## src/verilog/cfhp_consts.svh

```systemverilog
// Constants for the CPU-style parallel host port
`ifndef CFHP_CONSTS_SVH
`define CFHP_CONSTS_SVH
`define CFHP_DATA_W 8
`define CFHP_SEL_DATA 1'h0
`define CFHP_SEL_STATUS 1'h1
`define CFHP_ST_RXAV 0
`define CFHP_ST_TXSP 1
`define CFHP_ST_SUSP 2
`define CFHP_ST_CONF 3
`define CFHP_ST_UNUSED 4'h0
`define CFHP_DEPTH 16
`endif

```

## src/verilog/cfhp_pkg.sv

```systemverilog
// Types for the CPU-style parallel host port
package cfhp_pkg;
  typedef struct packed {
    logic configured;
    logic suspend;
    logic tx_space_available;
    logic rx_data_available;
  } cfhp_status_type;
  typedef struct packed {
    logic valid;
    logic [7:0] data;
  } cfhp_byte_type;
endpackage : cfhp_pkg

```

## src/verilog/cfhp_port.sv

```systemverilog
// CPU-style parallel host port, one channel
//
// Functional notes
// [RL1] Select high: address and strobes ignored
// [RL2] Data-address read returns next received byte
// [RL3] Data-address write stores byte into transmit pipe
// [RL4] Status-address read drives status byte
// [RL5] Status bits: data available, suspend, configured
// [RL6] Status bit 1: transmit pipe has room
// [RL7] Status bits 4 to 7 undefined
// [RL8] Status-address write flushes pending transmit bytes
// [RL9] Send-immediate sampled on USB clock
// [RL10] Port active only when configuration selects it
// [RL11] Each channel instantiates its own port
// [RL12] Eight-bit bus driven only during read
// [RL13] Active-low strobes act on rising edge
`timescale 1ns/10ps
`include "cfhp_consts.svh"
module cfhp_port #(
  parameter int DEPTH = `CFHP_DEPTH
) (
  // Clock and reset (USB clock domain)
  input wire logic ref_clk,
  input wire logic rst_n,
  // Mode from configuration memory
  input wire logic cpu_mode_en,
  // Processor pins
  input wire logic port_select_n,
  input wire logic register_select,
  input wire logic rd_n,
  input wire logic wr_n,
  input wire logic [7:0] parallel_data_bus_in,
  output logic [7:0] parallel_data_bus_out,
  output logic parallel_data_bus_oe,
  // USB side receive pipe (source)
  input wire logic [7:0] usb_rx_data,
  input wire logic usb_rx_valid,
  output logic usb_rx_ready,
  // USB side transmit pipe (sink)
  output logic [7:0] usb_tx_data,
  output logic usb_tx_valid,
  input wire logic usb_tx_ready,
  output logic usb_tx_flush,
  // USB state
  input wire logic usb_suspend,
  input wire logic usb_configured
);

  if (DEPTH < 2 || (DEPTH & (DEPTH - 1)) != 0) begin : g_bad_depth
    $error("cfhp_port: DEPTH must be a power of two >= 2");
  end

  localparam int AW = $clog2(DEPTH);

  ////////////////////////////////////////////////////////////////////////
  // Reset release and pin synchronisers
  logic [1:0] rst_sync_q;
  logic rst_in_n;
  always_ff @(posedge ref_clk or negedge rst_n) begin
    if (!rst_n) rst_sync_q <= 2'h0;
    else rst_sync_q <= {rst_sync_q[0], 1'h1};
  end
  assign rst_in_n = rst_sync_q[1];

  logic [3:0] pin_s1_q, pin_s2_q;
  logic [7:0] bus_s1_q, bus_s2_q;
  always_ff @(posedge ref_clk or negedge rst_in_n) begin
    if (!rst_in_n) begin
      pin_s1_q <= 4'hF;
      pin_s2_q <= 4'hF;
      bus_s1_q <= 8'h00;
      bus_s2_q <= 8'h00;
    end else begin
      pin_s1_q <= {port_select_n, register_select, rd_n, wr_n};
      pin_s2_q <= pin_s1_q;
      bus_s1_q <= parallel_data_bus_in;
      bus_s2_q <= bus_s1_q;
    end
  end

  wire sel_n_s = pin_s2_q[3];
  wire addr_s = pin_s2_q[2];
  wire rd_n_s = pin_s2_q[1];
  wire wr_n_s = pin_s2_q[0];

  ////////////////////////////////////////////////////////////////////////
  // Strobe edge detection
  wire access_ok = cpu_mode_en && !sel_n_s; // see [RL1] see [RL10]
  wire rd_active = access_ok && !rd_n_s;
  wire wr_active = access_ok && !wr_n_s;

  // Armed only by a selected low phase; a strobe seen while
  // deselected or out of mode does nothing when it rises
  logic rd_n_prev_q, wr_n_prev_q, rd_addr_q, wr_addr_q;
  logic rd_hit_q, wr_hit_q;
  always_ff @(posedge ref_clk or negedge rst_in_n) begin
    if (!rst_in_n) begin
      rd_n_prev_q <= 1'h1;
      wr_n_prev_q <= 1'h1;
      rd_addr_q <= 1'h0;
      wr_addr_q <= 1'h0;
      rd_hit_q <= 1'h0;
      wr_hit_q <= 1'h0;
    end else begin
      rd_n_prev_q <= rd_n_s;
      wr_n_prev_q <= wr_n_s;
      if (rd_active) rd_addr_q <= addr_s;
      if (wr_active) wr_addr_q <= addr_s;
      if (rd_active) rd_hit_q <= 1'h1; // see [RL1]
      else if (rd_n_s) rd_hit_q <= 1'h0;
      if (wr_active) wr_hit_q <= 1'h1; // see [RL1]
      else if (wr_n_s) wr_hit_q <= 1'h0;
    end
  end

  // Strobe completion on rising edge, address latched while low
  wire rd_rise = rd_n_s && !rd_n_prev_q && rd_hit_q // see [RL13]
    && cpu_mode_en;
  wire wr_rise = wr_n_s && !wr_n_prev_q && wr_hit_q // see [RL13]
    && cpu_mode_en;
  wire rd_data_done = rd_rise && rd_addr_q == `CFHP_SEL_DATA; // see [RL2]
  wire wr_data_done = wr_rise && wr_addr_q == `CFHP_SEL_DATA; // see [RL3]
  wire wr_stat_done = wr_rise && wr_addr_q == `CFHP_SEL_STATUS; // see [RL8]

  logic [7:0] wr_byte_q;
  always_ff @(posedge ref_clk or negedge rst_in_n) begin
    if (!rst_in_n) wr_byte_q <= 8'h00;
    else if (wr_active) wr_byte_q <= bus_s2_q;
  end

  ////////////////////////////////////////////////////////////////////////
  // Receive pipe, private to this channel // see [RL11]
  logic [7:0] rx_mem [DEPTH];
  logic [AW:0] rx_wp_q, rx_rp_q;
  wire rx_empty = rx_wp_q == rx_rp_q;
  wire rx_full = rx_wp_q == {~rx_rp_q[AW], rx_rp_q[AW-1:0]};
  wire rx_push = usb_rx_valid && !rx_full;
  wire rx_pop = rd_data_done && !rx_empty; // see [RL2]
  always_ff @(posedge ref_clk) begin
    if (rx_push) rx_mem[rx_wp_q[AW-1:0]] <= usb_rx_data;
  end
  always_ff @(posedge ref_clk or negedge rst_in_n) begin
    if (!rst_in_n) begin
      rx_wp_q <= '0;
      rx_rp_q <= '0;
    end else begin
      if (rx_push) rx_wp_q <= rx_wp_q + 1'b1;
      if (rx_pop) rx_rp_q <= rx_rp_q + 1'b1;
    end
  end

  ////////////////////////////////////////////////////////////////////////
  // Transmit pipe
  logic [7:0] tx_mem [DEPTH];
  logic [AW:0] tx_wp_q, tx_rp_q;
  wire tx_empty = tx_wp_q == tx_rp_q;
  wire tx_full = tx_wp_q == {~tx_rp_q[AW], tx_rp_q[AW-1:0]};
  wire tx_push = wr_data_done && !tx_full; // see [RL3]
  wire tx_pop = usb_tx_valid && usb_tx_ready;
  always_ff @(posedge ref_clk) begin
    if (tx_push) tx_mem[tx_wp_q[AW-1:0]] <= wr_byte_q;
  end
  always_ff @(posedge ref_clk or negedge rst_in_n) begin
    if (!rst_in_n) begin
      tx_wp_q <= '0;
      tx_rp_q <= '0;
    end else begin
      if (tx_push) tx_wp_q <= tx_wp_q + 1'b1;
      if (tx_pop) tx_rp_q <= tx_rp_q + 1'b1;
    end
  end

  ////////////////////////////////////////////////////////////////////////
  // Status byte and bus drive
  cfhp_pkg::cfhp_status_type status;
  assign status.rx_data_available = !rx_empty; // see [RL5]
  assign status.tx_space_available = !tx_full; // see [RL6]
  assign status.suspend = usb_suspend; // see [RL5]
  assign status.configured = usb_configured; // see [RL5]
  wire [7:0] status_byte = {`CFHP_ST_UNUSED, status}; // see [RL7]
  wire [7:0] rd_mux = addr_s ? status_byte // see [RL4]
                             : rx_mem[rx_rp_q[AW-1:0]];

  logic [7:0] bus_out_q;
  logic bus_oe_q;
  always_ff @(posedge ref_clk or negedge rst_in_n) begin
    if (!rst_in_n) begin
      bus_out_q <= 8'h00;
      bus_oe_q <= 1'h0;
    end else begin
      bus_oe_q <= rd_active; // see [RL12]
      if (rd_active) bus_out_q <= rd_mux;
    end
  end
  assign parallel_data_bus_out = bus_out_q;
  assign parallel_data_bus_oe = bus_oe_q;

  ////////////////////////////////////////////////////////////////////////
  // USB-side outputs and send-immediate
  logic flush_q, rx_ready_q, tx_valid_q;
  logic [7:0] tx_data_q;
  always_ff @(posedge ref_clk or negedge rst_in_n) begin
    if (!rst_in_n) begin
      flush_q <= 1'h0;
      rx_ready_q <= 1'h0;
      tx_valid_q <= 1'h0;
      tx_data_q <= 8'h00;
    end else begin
      flush_q <= wr_stat_done; // see [RL8] see [RL9]
      rx_ready_q <= !(rx_full || (rx_push && rx_wp_q + 1'b1 ==
                    {~rx_rp_q[AW], rx_rp_q[AW-1:0]}));
      tx_valid_q <= 1'h0;
      tx_data_q <= tx_mem[tx_rp_q[AW-1:0]];
      if (!tx_empty && !tx_pop) tx_valid_q <= 1'h1;
    end
  end
  assign usb_rx_ready = rx_ready_q;
  assign usb_tx_valid = tx_valid_q;
  assign usb_tx_data = tx_data_q;
  assign usb_tx_flush = flush_q;
endmodule : cfhp_port

```

## config.mk

```make
export PLATFORM = sky130hd
export DESIGN_NAME = cfhp_port
export DESIGN_NICKNAME = d
export VERILOG_FILES = /design/src/verilog/cfhp_pkg.sv /design/src/verilog/cfhp_port.sv
export VERILOG_INCLUDE_DIRS = /design/src /design/src/verilog
export SDC_FILE = /design/constraint.sdc
export NUM_CORES = 1
export LEC_CHECK = 0
export BUFFER_PORTS_ARGS = -buffer_cell sky130_fd_sc_hd__buf_2
export CAP_MARGIN = 5
export CORE_MARGIN = 1.5
export CORE_UTILIZATION = 40
export CTS_CLUSTER_DIAMETER = 30
export CTS_CLUSTER_SIZE = 24
export DETAILED_ROUTE_END_ITERATION = 10
export HOLD_SLACK_MARGIN = 0.15
export PLACE_DENSITY = 0.53
export SLEW_MARGIN = 10
export SYNTH_ARGS = -nofsm -noshare
export SYNTH_HDL_FRONTEND = slang
export SYNTH_SLANG_ARGS = --single-unit
export TNS_END_PERCENT = 30
```

## constraint.sdc

```tcl
create_clock -name ref_clk -period 2.9 [get_ports ref_clk]
set_input_delay 0.435 -clock ref_clk [delete_from_list [all_inputs] [get_ports ref_clk]]
set_output_delay 0.435 -clock ref_clk [all_outputs]
set_load 0.03 [all_outputs]
```

=== Word level (Yosys, flattened, before mapping) ===
Memories as Yosys holds them, arrays and structs flattened. A register that Yosys moved wholly into a read port is not among the register bits.
Index checks and enable logic that the tools add are counted.

* Bits in registers: 72
* Bits in writable memories: 256
* Input bits: 27
* Output and inout port bits: 20
* Memories kept: 2

{| class="wikitable"
|+ Memory list
! memory !! words !! width !! rd ports !! clocked after Yosys merged registers in !! write ports !! line !! source
|-
| rx_mem || 16 || 8 || 1 || 0 || 1 || cfhp_port.sv:133 || <nowiki>logic [7:0] rx_mem [DEPTH];</nowiki>
|-
| tx_mem || 16 || 8 || 1 || 1 || 1 || cfhp_port.sv:154 || <nowiki>logic [7:0] tx_mem [DEPTH];</nowiki>
|}

* Add/sub/neg operators: 4
* Equality and inequality tests: 5
* Mux-type cells: 10
* Bitwise gates (word level): 4
* Reduce and logical (&&, ||, !) cells: 33

{| class="wikitable"
|+ Operators with widths
! operator !! count
|-
| 5-bit == test || 5
|-
| 5-bit by 1-bit adder with 5-bit output (second input constant) || 4
|-
| 1-bit logical AND || 18
|-
| 1-bit logical NOT || 12
|-
| 1-bit 2-to-1 mux || 9
|-
| 8-bit 2-to-1 mux || 1
|-
| 1-bit NOT || 4
|-
| 2-bit nonzero test || 2
|-
| 1-bit logical OR || 1
|}

=== Depth between registers and ports, before layout ===
Gate-level depths: netlist of run 1.

* Depth in word-level cells: 8
* Mapped depth: 8
* Depth with buffers taken out: 6

=== Least setup slack after synthesis of run 1 ===
Ideal clock, no wire load.

* Kind: flip-flop to flip-flop
* From: reg tx_rp_q[1]
* To: mem tx_mem[0][0] (enable)
* Arrival: 2,166 ps
* Data required time: 2,502 ps
* Setup slack: 336 ps
* Cell stages (with the launch flop): 6
* Period minus slack after synthesis: 2,564 ps
* Path through: dfrtp_1 buf_2 xor2_1 nor4_2 a211o_2 nor4b_1

* Word-level cells in the longest chain between the ends: 5

{| class="wikitable"
|+ Ends and longest elaborated chain
! item !! line !! source
|-
| start: declaration || cfhp_port.sv:155 || <nowiki>logic [AW:0] tx_wp_q, tx_rp_q;</nowiki>
|-
| start signal: assignment || cfhp_port.sv:169 || <nowiki>if (tx_pop) tx_rp_q <= tx_rp_q + 1'b1;</nowiki>
|-
| 5-bit == test || cfhp_port.sv:157 || <nowiki>wire tx_full = tx_wp_q == {~tx_rp_q[AW], tx_rp_q[AW-1:0]};</nowiki>
|-
| 1-bit logical NOT || cfhp_port.sv:158 || <nowiki>wire tx_push = wr_data_done && !tx_full;</nowiki>
|-
| 1-bit logical AND || cfhp_port.sv:158 ||
|-
| 1-bit 2-to-1 mux || cfhp_port.sv:161 || <nowiki>if (tx_push) tx_mem[tx_wp_q[AW-1:0]] <= wr_byte_q;</nowiki>
|-
| 1-bit 2-to-1 mux (implied by the code) || cfhp_port.sv:161 ||
|-
| end: declaration || cfhp_port.sv:154 ||
|}

No other way between the ends.

=== Worst setup path in the final report of run 1 ===
* From: reg rx_rp_q[0]
* To: reg bus_out_q[5] (netlist: parallel_data_bus_out[5])

* Word-level cells in the longest chain between the ends: 2

{| class="wikitable"
|+ Ends and longest elaborated chain
! item !! line !! source
|-
| start: declaration || cfhp_port.sv:134 || <nowiki>logic [AW:0] rx_wp_q, rx_rp_q;</nowiki>
|-
| start signal: assignment || cfhp_port.sv:148 || <nowiki>if (rx_pop) rx_rp_q <= rx_rp_q + 1'b1;</nowiki>
|-
| memory 16 x 8 bit || -- ||
|-
| 8-bit 2-to-1 mux || cfhp_port.sv:181 || <nowiki>wire [7:0] rd_mux = addr_s ? status_byte</nowiki>
|-
| end signal: assignment || cfhp_port.sv:192 || <nowiki>if (rd_active) bus_out_q <= rd_mux;</nowiki>
|-
| end: declaration || cfhp_port.sv:184 || <nowiki>logic [7:0] bus_out_q;</nowiki>
|}

No other way between the ends.
A chain may end at the register's enable or synchronous reset.

==> results.cfg, run 1 <==
[routing]
post_drt_via_cell_ratio = 5.13
initialDrtViolationCount = 468
ant_nets = 0
drc = 0
post_drt_wl_per_cell_um = 21.7
vias = 6694
dr.pass1.iters = 4
routed_wl_um = 28300

[global_route]
antenna_found_initial = 0
track_usage_pct = 17.6
grt_start_max_net_pins = 68
overflow = 0
grt_pass1_wl_um = 44100
grt_pass1_vias = 7288

[sta]
drv_slew = 0
slew_headroom_pct = 51.5
setup_viol = 0
worst_pin_slew_ns = 0.728
finalHoldViolCount = 0
fin_hold_ws_ns = 0.149
fmaxAchievable_mhz = 412
fin_crit_sh_pct = 83.8
tns_ns = 0
post-route-min-period_ns = 2.43
finClkSkew_ns = 0.0345
rsz0062_at_grt = no

[worst_setup_path]
cp_cell_sequence = buf_4, mux4_2, mux2_2, o211ai_1, nand3_1
start_kind = flip-flop
cpMaxStageDelayCell = mux4_2
arrival_ns = 2.83
path_buf_inv = 1
path_max_fanout = 31
worstSetupPathType = flip-flop to flip-flop
crit_required_ns = 3.30
end_kind = flip-flop
cp_top_family = multiplexers
max_stage_delay_ns = 0.58

[synth]
synth_compound_area_share_pct = 3.28
syn_area_per_cell_um2 = 18.9
synthFlopType = edfxtp_1
ys_seq_area_share_pct = 74.3
ys_warn_count = 0
synth-async-reset-ratio_pct = 23.8
ys_types = 55
synth.area.mux_share_pct = 12.5
yosys.area.top_type = edfxtp_1
syn_nets = 728
ys_top_cells_by_area = edfxtp_1 (59%), dfrtp_1 (13%), mux4_2 (9.3%), dfstp_2 (2.0%), mux2i_1 (2.0%)
synth_top_cell_area_share_pct = 58.8
synth_top_family_by_area = multiplexers
synth-edff-count = 256
yosys.area_share.simple_pct = 5.10
synth_fa_ha_area_share_pct = 0.958
synth-xor-area-share_pct = 2.07
synth_common_cells = edfxtp_1 (256), dfrtp_1 (70), mux4_2 (54)
synthesis.area_um2 = 13100
syn-instance-count = 691
ys_ff_latch = 336
yosysMostFrequentCell = edfxtp_1

[run_status]
status = completed

[floorplan]
die_h_um = 184
ios = 47
num_rows = 65
initial_core_util_pct = 41.0
die_w_um = 184
die_area_um2 = 33800
coreArea_um2 = 31900

[place]
place_hpwl_um = 18000
port_buffers = 46
place.gp.congestion = 0.789

[power]
clkPwrFrac_pct = 45.9
power.net_switching_uw = 5170
power.leakage_uw = 0.00597
ir_drop_v = 0.000651
combPwrFrac_pct = 18.8
p_per_area_nw_per_um2 = 1080
intPower_uw = 12500
p_sw_share_pct = 29.2
pwr-share-seq_pct = 35.3

[layout]
n_fill_cell = 2619
antennaDiodeCount = 0
nets = 847
syn_to_final_growth_pct = 25.9
drive_gt1_share_pct = 32.6

[cts]
ctsResizeCount = 0
clockRootBuffer = clkbuf_16
clkTransAtPathRegs_ns = 0.05
cts.path.max_buffers = 3
ctsHoldBuffers = 13
worstSkewPairLatency_ns = 0.57
cts_made_buffers = 71
cts_tree = built
cts_max_level = 3
cts.sinks = 336
cts_setup_buffers = 0

[job]
cap_violations = 0

[min_path]
hp-class = flip-flop to asynchronous set/reset pin
## cells by family after synthesis
logic type / count (synthesis)
AO/OA/AOI/OAI: 65
XOR/XNOR: 30
adder cells (fa/ha/maj): 10
buffers and inverters: 47
flip-flops: 336
multiplexers: 94
other: 1
AND/OR/NAND/NOR: 108
## placed cells by master (no fill, tap or decap), drive strengths merged, types with 7 or more instances in the layout
cell type / n
a211oi: 13
a21oi: 13
and3: 19
buf: 69
bufinv: 7
clkbuf: 81
clkinv: 26
dfrtp: 70
dfstp: 10
dlygate4sd3: 13
edfxtp: 256
ha: 10
inv: 23
mux2: 14
mux2i: 26
mux4: 54
nand2: 18
nand3: 10
nor2: 12
nor2b: 13
o21ai: 15
xnor2: 15
xor2: 15
## state kept, by name, indices dropped and copies added, names as in the netlist, 2 cells and up
name,flops
bus_s1_q,8
bus_s2_q,8
parallel_data_bus_out,8
pin_s1_q,4
pin_s2_q,4
rst_sync_q,2
rx_mem,128
rx_rp_q,5
rx_wp_q,5
tx_mem,128
tx_rp_q,5
tx_wp_q,5
usb_tx_data,8
wr_byte_q,8
## final timing paths
path / cells past startpoint / endpoint / start / slack [ns]
setup / recovery: 5 / parallel_data_bus_out[5]$_DFFE_PN0P_ / rx_rp_q[0]$_DFFE_PN0P_ / 0.47
min in group ref_clk: 3 / usb_tx_flush$_DFF_PN0_ / cpu_mode_en / 0.28
setup reg to reg: 5 / parallel_data_bus_out[5]$_DFFE_PN0P_ / rx_rp_q[0]$_DFFE_PN0P_ / 0.47
hold / removal: 0 / usb_tx_data[0]$_DFF_PN0_ / rst_sync_q[1]$_DFF_PN0_ / 0.15
max in group asynchronous: 1 / pin_s2_q[1]$_DFF_PN1_ / rst_sync_q[1]$_DFF_PN0_ / 2.06
hold reg to reg: 0 / usb_tx_data[0]$_DFF_PN0_ / rst_sync_q[1]$_DFF_PN0_ / 0.15
## area by class of cell
class | instances | area [um^2] | area share, %
Sequential cell | 336 | 9710 | 59.0
Tap cell | 435 | 544 | 3.31
Clock buffer | 81 | 1860 | 11.3
Inverter | 11 | 41.3 | 0.251
Clock inverter | 51 | 627 | 3.81
Multi-Input combinational cell | 308 | 3130 | 19.0
Timing Repair Buffer | 82 | 546 | 3.32
## through the flow
stage               total power, uW  std cells  util, %  cell area (um^2)  setup slack [ns]
floorplan                      8660        691        -             13100             0.336
global placement               9640       1159     43.4             13800             0.484
detailed placement             9690       1159     43.4             13800             0.467
CTS                           17900       1304     51.6             16500             0.449
global route                  18400       1304     51.6             16500             0.349
finish                        17700       1304     51.6             16500             0.471
## power groups by stage
| stage | clock network, uW | logic [uW] | registers (uW) |
|---|---|---|---|
| global placement | 0 | 3320 | 6310 |
| finish | 8120 | 3330 | 6250 |
| floorplan | 0 | 2390 | 6270 |
| global route | 8520 | 3590 | 6310 |
| detailed placement | 0 | 3360 | 6340 |
| CTS | 8250 | 3390 | 6260 |
## layer usage
layer  track usage (%)  share of wire, %  vias to the layer above
li1                  -                 -                     2998
met1              22.9                44                     3437
met2              28.2                48                      190
met3              3.59               4.3                       69
met4              8.85               4.0                        0
met5                 0                 0                        -
No activity file was read; power rests on OpenSTA's default activity.
==> inputs of run 2 (changes only) <==
--- a/config.mk
+++ b/config.mk
@@ -6,6 +6,7 @@
 export SDC_FILE = /design/constraint.sdc
 export NUM_CORES = 1
 export LEC_CHECK = 0
+export ABC_AREA = 1
 export BUFFER_PORTS_ARGS = -buffer_cell sky130_fd_sc_hd__buf_2
 export CAP_MARGIN = 5
 export CORE_MARGIN = 1.5
@@ -14,7 +15,7 @@
 export CTS_CLUSTER_SIZE = 24
 export DETAILED_ROUTE_END_ITERATION = 10
 export HOLD_SLACK_MARGIN = 0.15
-export PLACE_DENSITY = 0.53
+export PLACE_DENSITY = 0.55
 export SLEW_MARGIN = 10
 export SYNTH_ARGS = -nofsm -noshare
 export SYNTH_HDL_FRONTEND = slang
==> constraint.sdc (replaced) <==
create_clock -name ref_clk -period 2.15 [get_ports ref_clk]
set_input_delay 0.3225 -clock ref_clk [delete_from_list [all_inputs] [get_ports ref_clk]]
set_output_delay 0.3225 -clock ref_clk [all_outputs]
set_load 0.03 [all_outputs]
==> run 2 against run 1 <==
Compared with the run above: non-clock buffer count is 39 higher; maximum frequency is 30% higher; count of clock-buffer cells in the layout up 8; worst hold slack gained 0.026 ns; utilization is 0.79 points higher; critical path type unchanged; combinational power rose by 86%; critical path depth grew 4; highest routed layer unchanged; flip-flop and latch count unchanged.
==> results.cfg, run 2 <==
[run_status]
status = completed

[layout]
final_common_cell = nand2_1
final_cell_mix = nand2_1 (297), edfxtp_1 (256), nor2_1 (140)
nets = 1378
drive_gt1_share_pct = 19.4
syn_to_final_growth_pct = 28.8
antennaDiodeCount = 0

[floorplan]
initial_core_util_pct = 40.7
ios = 47
die_h_um = 188
coreArea_um2 = 33500
die_area_um2 = 35200
num_rows = 67
die_w_um = 188

[synth]
ys_types = 35
synth.area.mux_share_pct = 0.660
syn-instance-count = 1193
synthesis.area_um2 = 13600
ys_warn_count = 0
ys_ff_latch = 336
ys_seq_area_share_pct = 71.1
ys_top_cells_by_area = edfxtp_1 (56%), dfrtp_1 (13%), nand2_1 (8.2%), nor2_1 (3.9%), nand3_1 (3.4%)
yosysMostFrequentCell = nand2_1
syn_area_per_cell_um2 = 11.4
synth_top_family_by_area = simple AND/OR/NAND/NOR gates
synth-edff-count = 256
synthFlopType = edfxtp_1
synth-async-reset-ratio_pct = 23.8
synth_common_cells = nand2_1 (297), edfxtp_1 (256), nor2_1 (140)
synth_fa_ha_area_share_pct = 0.917
yosys.area_share.simple_pct = 16.4
syn_nets = 1230
synth_top_cell_area_share_pct = 56.4
yosys.area.top_type = edfxtp_1
synth-xor-area-share_pct = 1.02
synth_compound_area_share_pct = 5.04

[cts]
clockRootBuffer = clkbuf_16
ctsResizeCount = 0
clkTransAtPathRegs_ns = 0.05
cts.sinks = 336
cts_made_buffers = 75
cts_setup_buffers = 0
worstSkewPairLatency_ns = 0.58
cts_tree = built
cts_max_level = 3
cts.path.max_buffers = 3

[place]
place_hpwl_um = 19300
place.gp.congestion = 0.815
port_buffers = 46

[worst_setup_path]
cpMaxStageDelayCell = dfrtp_1
path_max_fanout = 8
worstSetupPathType = flip-flop to flip-flop
start_kind = flip-flop
max_stage_delay_ns = 0.43
arrival_ns = 2.15
end_kind = flip-flop
cp_top_family = simple AND/OR/NAND/NOR gates
cp_cell_sequence = inv_2, nand2_1, nand2_1, nor2_2, nand3b_1, nand2_2, buf_4, nor3_1, buf_4
crit_required_ns = 2.43
path_buf_inv = 3

[routing]
ant_nets = 0
routed_wl_um = 32700
vias = 9054
post_drt_wl_per_cell_um = 17.7
drc = 0
post_drt_via_cell_ratio = 4.89
dr.pass1.iters = 5
initialDrtViolationCount = 752

[sta]
finClkSkew_ns = 0.0246
worst_pin_slew_ns = 0.759
setup_viol = 0
fmaxAchievable_mhz = 535
slew_headroom_pct = 49.4
post-route-min-period_ns = 1.87
finalHoldViolCount = 0
fin_crit_sh_pct = 87.0
rsz0062_at_grt = no
fin_hold_ws_ns = 0.175
drv_slew = 0
tns_ns = 0

[global_route]
track_usage_pct = 19.2
grt_start_max_net_pins = 69
grt_pass1_wl_um = 51200
grt_pass1_vias = 8898
overflow = 0
antenna_found_initial = 0

[job]
cap_violations = 0

[power]
p_per_area_nw_per_um2 = 1520
power.leakage_uw = 0.00719
ir_drop_v = 0.000936

[min_path]
hp-class = primary input to flip-flop
## run 2: changes by cell type after synthesis, sizes merged, moves of 54 or more
| cell | before | now |
|---|---|---|
| o21ai | 15 | 81 |
| nand2 | 18 | 303 |
| inv | 10 | 99 |
| nor2 | 12 | 143 |
| mux4 | 54 | 0 |
| nand3 | 10 | 95 |
## run 2: area by class of cell
| class | count | area [um^2] |
|---|---|---|
| clock inverter | 51 | 726 |
| fill | 2950 | 16000 |
| tap | 448 | 561 |
| timing repair buffer | 121 | 896 |
| clock buffer | 89 | 2010 |
| multi-input combinational | 707 | 3290 |
| sequential | 336 | 9710 |
| inverter | 100 | 380 |
## run 2: layer usage
metal | vias up | wire [um] | share of wire (%) | global-route usage (%)
li1 | 4344 | - | - | -
met1 | 4386 | 15300 | 47 | 27.2
met2 | 259 | 14800 | 45 | 28.5
met3 | 65 | 1820 | 5.6 | 4.68
met4 | 0 | 804 | 2.5 | 7.75
met5 | - | 0 | 0 | 0
## run 2: cell families after synthesis
family / count (synthesis)
and+or+nand+nor: 549
other: 1
xor gates and xnor gates: 15
DFF: 336
adders and majority gates: 10
AOI/OAI and AO/OA: 124
muxes: 8
buffers and inverters: 150
## run 2: worst paths after layout
kind | slack [ns] | end | cells after the start | start
min | 0.18 | rx_mem[4][5]$_DFFE_PP_ | 1 | usb_rx_data[5]
min in group asynchronous | 0.28 | rx_rp_q[2]$_DFFE_PN0P_ | 0 | rst_sync_q[1]$_DFF_PN0_
max reg2reg | 0.28 | rx_mem[7][7]$_DFFE_PP_ | 9 | rx_wp_q[3]$_DFFE_PN0P_
max in group asynchronous | 1.18 | pin_s2_q[1]$_DFF_PN1_ | 1 | rst_sync_q[1]$_DFF_PN0_
max | 0.28 | rx_mem[7][7]$_DFFE_PP_ | 9 | rx_wp_q[3]$_DFFE_PN0P_
min reg2reg | 0.28 | rx_rp_q[2]$_DFFE_PN0P_ | 0 | rst_sync_q[1]$_DFF_PN0_
## run 2: metrics by stage
stage	std cells	cell area (um^2)	power [uW]	util, %	worst slack (ns)
after global routing	1852	17600	28100	52.4	0.0970
after global placement	1691	14600	14600	43.6	0.334
after detailed placement	1691	14600	14600	43.6	0.295
after floorplan	1193	13600	12600	-	0.104
final	1852	17600	26800	52.4	0.280
after CTS	1852	17600	27000	52.4	0.260
## run 2: where the power goes
group	switching, uW	internal [uW]	total (uW)
registers	552	7780	8330
clock network	3630	8610	12200
logic	4260	1940	6200
## run 2: timing repair
action / in CTS / in global routing
endpoints found under the hold margin: 45 / 0
hold buffers: 21 / 0
endpoints found under the setup margin: 0 / 0
## run 2: worst reg2reg max path, cell delays in order, from the launching register on
cell and delay (ns):
dfrtp_1 0.43, inv_2 0.10, nand2_1 0.05, nand2_1 0.11, nor2_2 0.05, nand3b_1 0.11
nand2_2 0.14, buf_4 0.20, nor3_1 0.16, buf_4 0.22
==> inputs of run 3 (changes only) <==
--- a/config.mk
+++ b/config.mk
@@ -9,13 +9,13 @@
 export ABC_AREA = 1
 export BUFFER_PORTS_ARGS = -buffer_cell sky130_fd_sc_hd__buf_2
 export CAP_MARGIN = 5
-export CORE_MARGIN = 1.5
-export CORE_UTILIZATION = 40
+export CORE_UTILIZATION = 45
 export CTS_CLUSTER_DIAMETER = 30
 export CTS_CLUSTER_SIZE = 24
 export DETAILED_ROUTE_END_ITERATION = 10
 export HOLD_SLACK_MARGIN = 0.15
-export PLACE_DENSITY = 0.55
+export PLACE_DENSITY = 0.6
+export REMOVE_ABC_BUFFERS = 1
 export SLEW_MARGIN = 10
 export SYNTH_ARGS = -nofsm -noshare
 export SYNTH_HDL_FRONTEND = slang
==> run 3 against run 2 <==
Compared with the run above: critical path depth is 2 lower; count of clock-buffer cells in the layout is 19 lower; global-route usage is 1.7 points higher; flip-flop and latch count stayed put; register-to-register slack worse by 0.05 ns; clock skew is 0.0021 ns lower; worst setup slack worse by 0.046 ns; combinational power hardly changed; die area is 12% lower; power is 11% lower; wire length is 4.4% lower; largest power group unchanged.
==> results.cfg, run 3 (synthesis gave the netlist of run 2 again) <==
[run_status]
status = completed

[routing]
drc = 0
dr.pass1.iters = 6
initialDrtViolationCount = 773
ant_nets = 0
post_drt_via_cell_ratio = 5.03
routed_wl_um = 31300
vias = 8862
post_drt_wl_per_cell_um = 17.7

[sta]
fin_crit_sh_pct = 89.1
finClkSkew_ns = 0.0224
tns_ns = 0
post-route-min-period_ns = 1.92
setup_viol = 0
worst_pin_slew_ns = 0.790
drv_slew = 0
fmaxAchievable_mhz = 522
fin_hold_ws_ns = 0.176
slew_headroom_pct = 47.3
rsz0062_at_grt = no
finalHoldViolCount = 0

[worst_setup_path]
crit_required_ns = 2.41
end_kind = flip-flop
arrival_ns = 2.18
path_max_fanout = 8
start_kind = flip-flop
crit_path_start = rx_wp_q[4]$_DFFE_PN0P_
worstSetupPathType = flip-flop to flip-flop
r2r-start = rx_wp_q[4]$_DFFE_PN0P_

[global_route]
overflow = 0
grt_pass1_vias = 8704
grt_start_max_net_pins = 67
track_usage_pct = 20.9
grt_pass1_wl_um = 49000
antenna_found_initial = 0

[cts]
cts_setup_buffers = 0
ctsHoldBuffers = 19
cts_tree = built
clockRootBuffer = clkbuf_16
cts_made_buffers = 60
cts.path.max_buffers = 3
clkTransAtPathRegs_ns = 0.05
cts_max_level = 2
ctsResizeCount = 0
cts.sinks = 336
worstSkewPairLatency_ns = 0.58

[floorplan]
initial_core_util_pct = 45.9
die_h_um = 176
die_area_um2 = 31000
die_w_um = 176
ios = 47
num_rows = 63
coreArea_um2 = 29700

[job]
cap_violations = 0

[power]
p_per_area_nw_per_um2 = 1420
ir_drop_v = 0.000950
power.leakage_uw = 0.00683

[layout]
final_util_pct = 56.4
drive_gt1_share_pct = 17.7
final_common_cell = nand2_1
final_cell_mix = nand2_1 (297), edfxtp_1 (256), nor2_1 (140)
nets = 1359
syn_to_final_growth_pct = 22.9
final_cell_area_um2 = 16800
stdcell_count = 1763
antennaDiodeCount = 0

[place]
place_hpwl_um = 18800
dpl_cell_area_um2 = 14500
dp.cells = 1631
port_buffers = 46
place.gp.congestion = 0.854

[min_path]
hp-class = primary input to flip-flop
min_from = usb_rx_data[3]
[run 3: cell types whose count changed in the layout (fill, tap and decap cells not counted)]
cell	change
clkbuf_16	-15
bufinv_16	-10
clkbuf_8	-4
buf_4	-3
clkinv_2	+3
clkinv_4	-2
dlygate4sd3_1	-2
buf_12	+1
clkinv_16	+1
clkinv_8	-1
clkinvlp_4	+1
inv_4	-1
inv_6	+1
[run 3: final timing paths]
path	to	slack [ns]	cells after the start
setup / recovery	rx_mem[14][6]$_DFFE_PP_	0.23	7
hold / removal	rx_mem[6][3]$_DFFE_PP_	0.18	1
setup reg to reg	rx_mem[14][6]$_DFFE_PP_	0.23	7
hold reg to reg	bus_s1_q[3]$_DFF_PN0_	0.30	0
max in group asynchronous	pin_s2_q[0]$_DFF_PN1_	1.20	1
min in group asynchronous	bus_s1_q[3]$_DFF_PN0_	0.30	0
[run 3: power breakdown]
group,switching (uW),total (uW),internal [uW],leakage [uW]
combinational,4270,6210,1940,0.00258
clock,3210,9220,6010,0.000991
sequential,551,8330,7770,0.00325
[run 3: metrics by stage]
| step | power (uW) | setup WS (ns) |
|---|---|---|
| after CTS | 23900 | 0.234 |
| after floorplan | 12200 | -0.915 |
| after global routing | 25000 | 0.0702 |
| after global placement | 14500 | 0.312 |
| final | 23800 | 0.234 |
| after detailed placement | 14600 | 0.261 |
[run 3: layout make-up]
type,count,area [um^2]
fillers,2430,13000
flip-flops and latches,336,9710
multi-input cells,707,3290
clock buffers,70,1580
repair buffers,117,873
well taps,390,488
clock inverters,43,447
inverters,100,380
[run 3: layer usage]
metal  share of wire, %  GRT usage, %  wire (um)
met5                  0             0          0
met2                 45          31.8      14000
met4                1.8          5.80        551
met1                 46          30.4      14500
met3                7.0          4.22       2180
[run 3: worst max-delay path: stages (launching register included)]
cell and delay, ns:
dfrtp_1 0.40, xnor2_1 0.29, nand3b_1 0.20, nand2_2 0.11, inv_1 0.12, nand2_1 0.16
nor2_1 0.13, buf_4 0.20
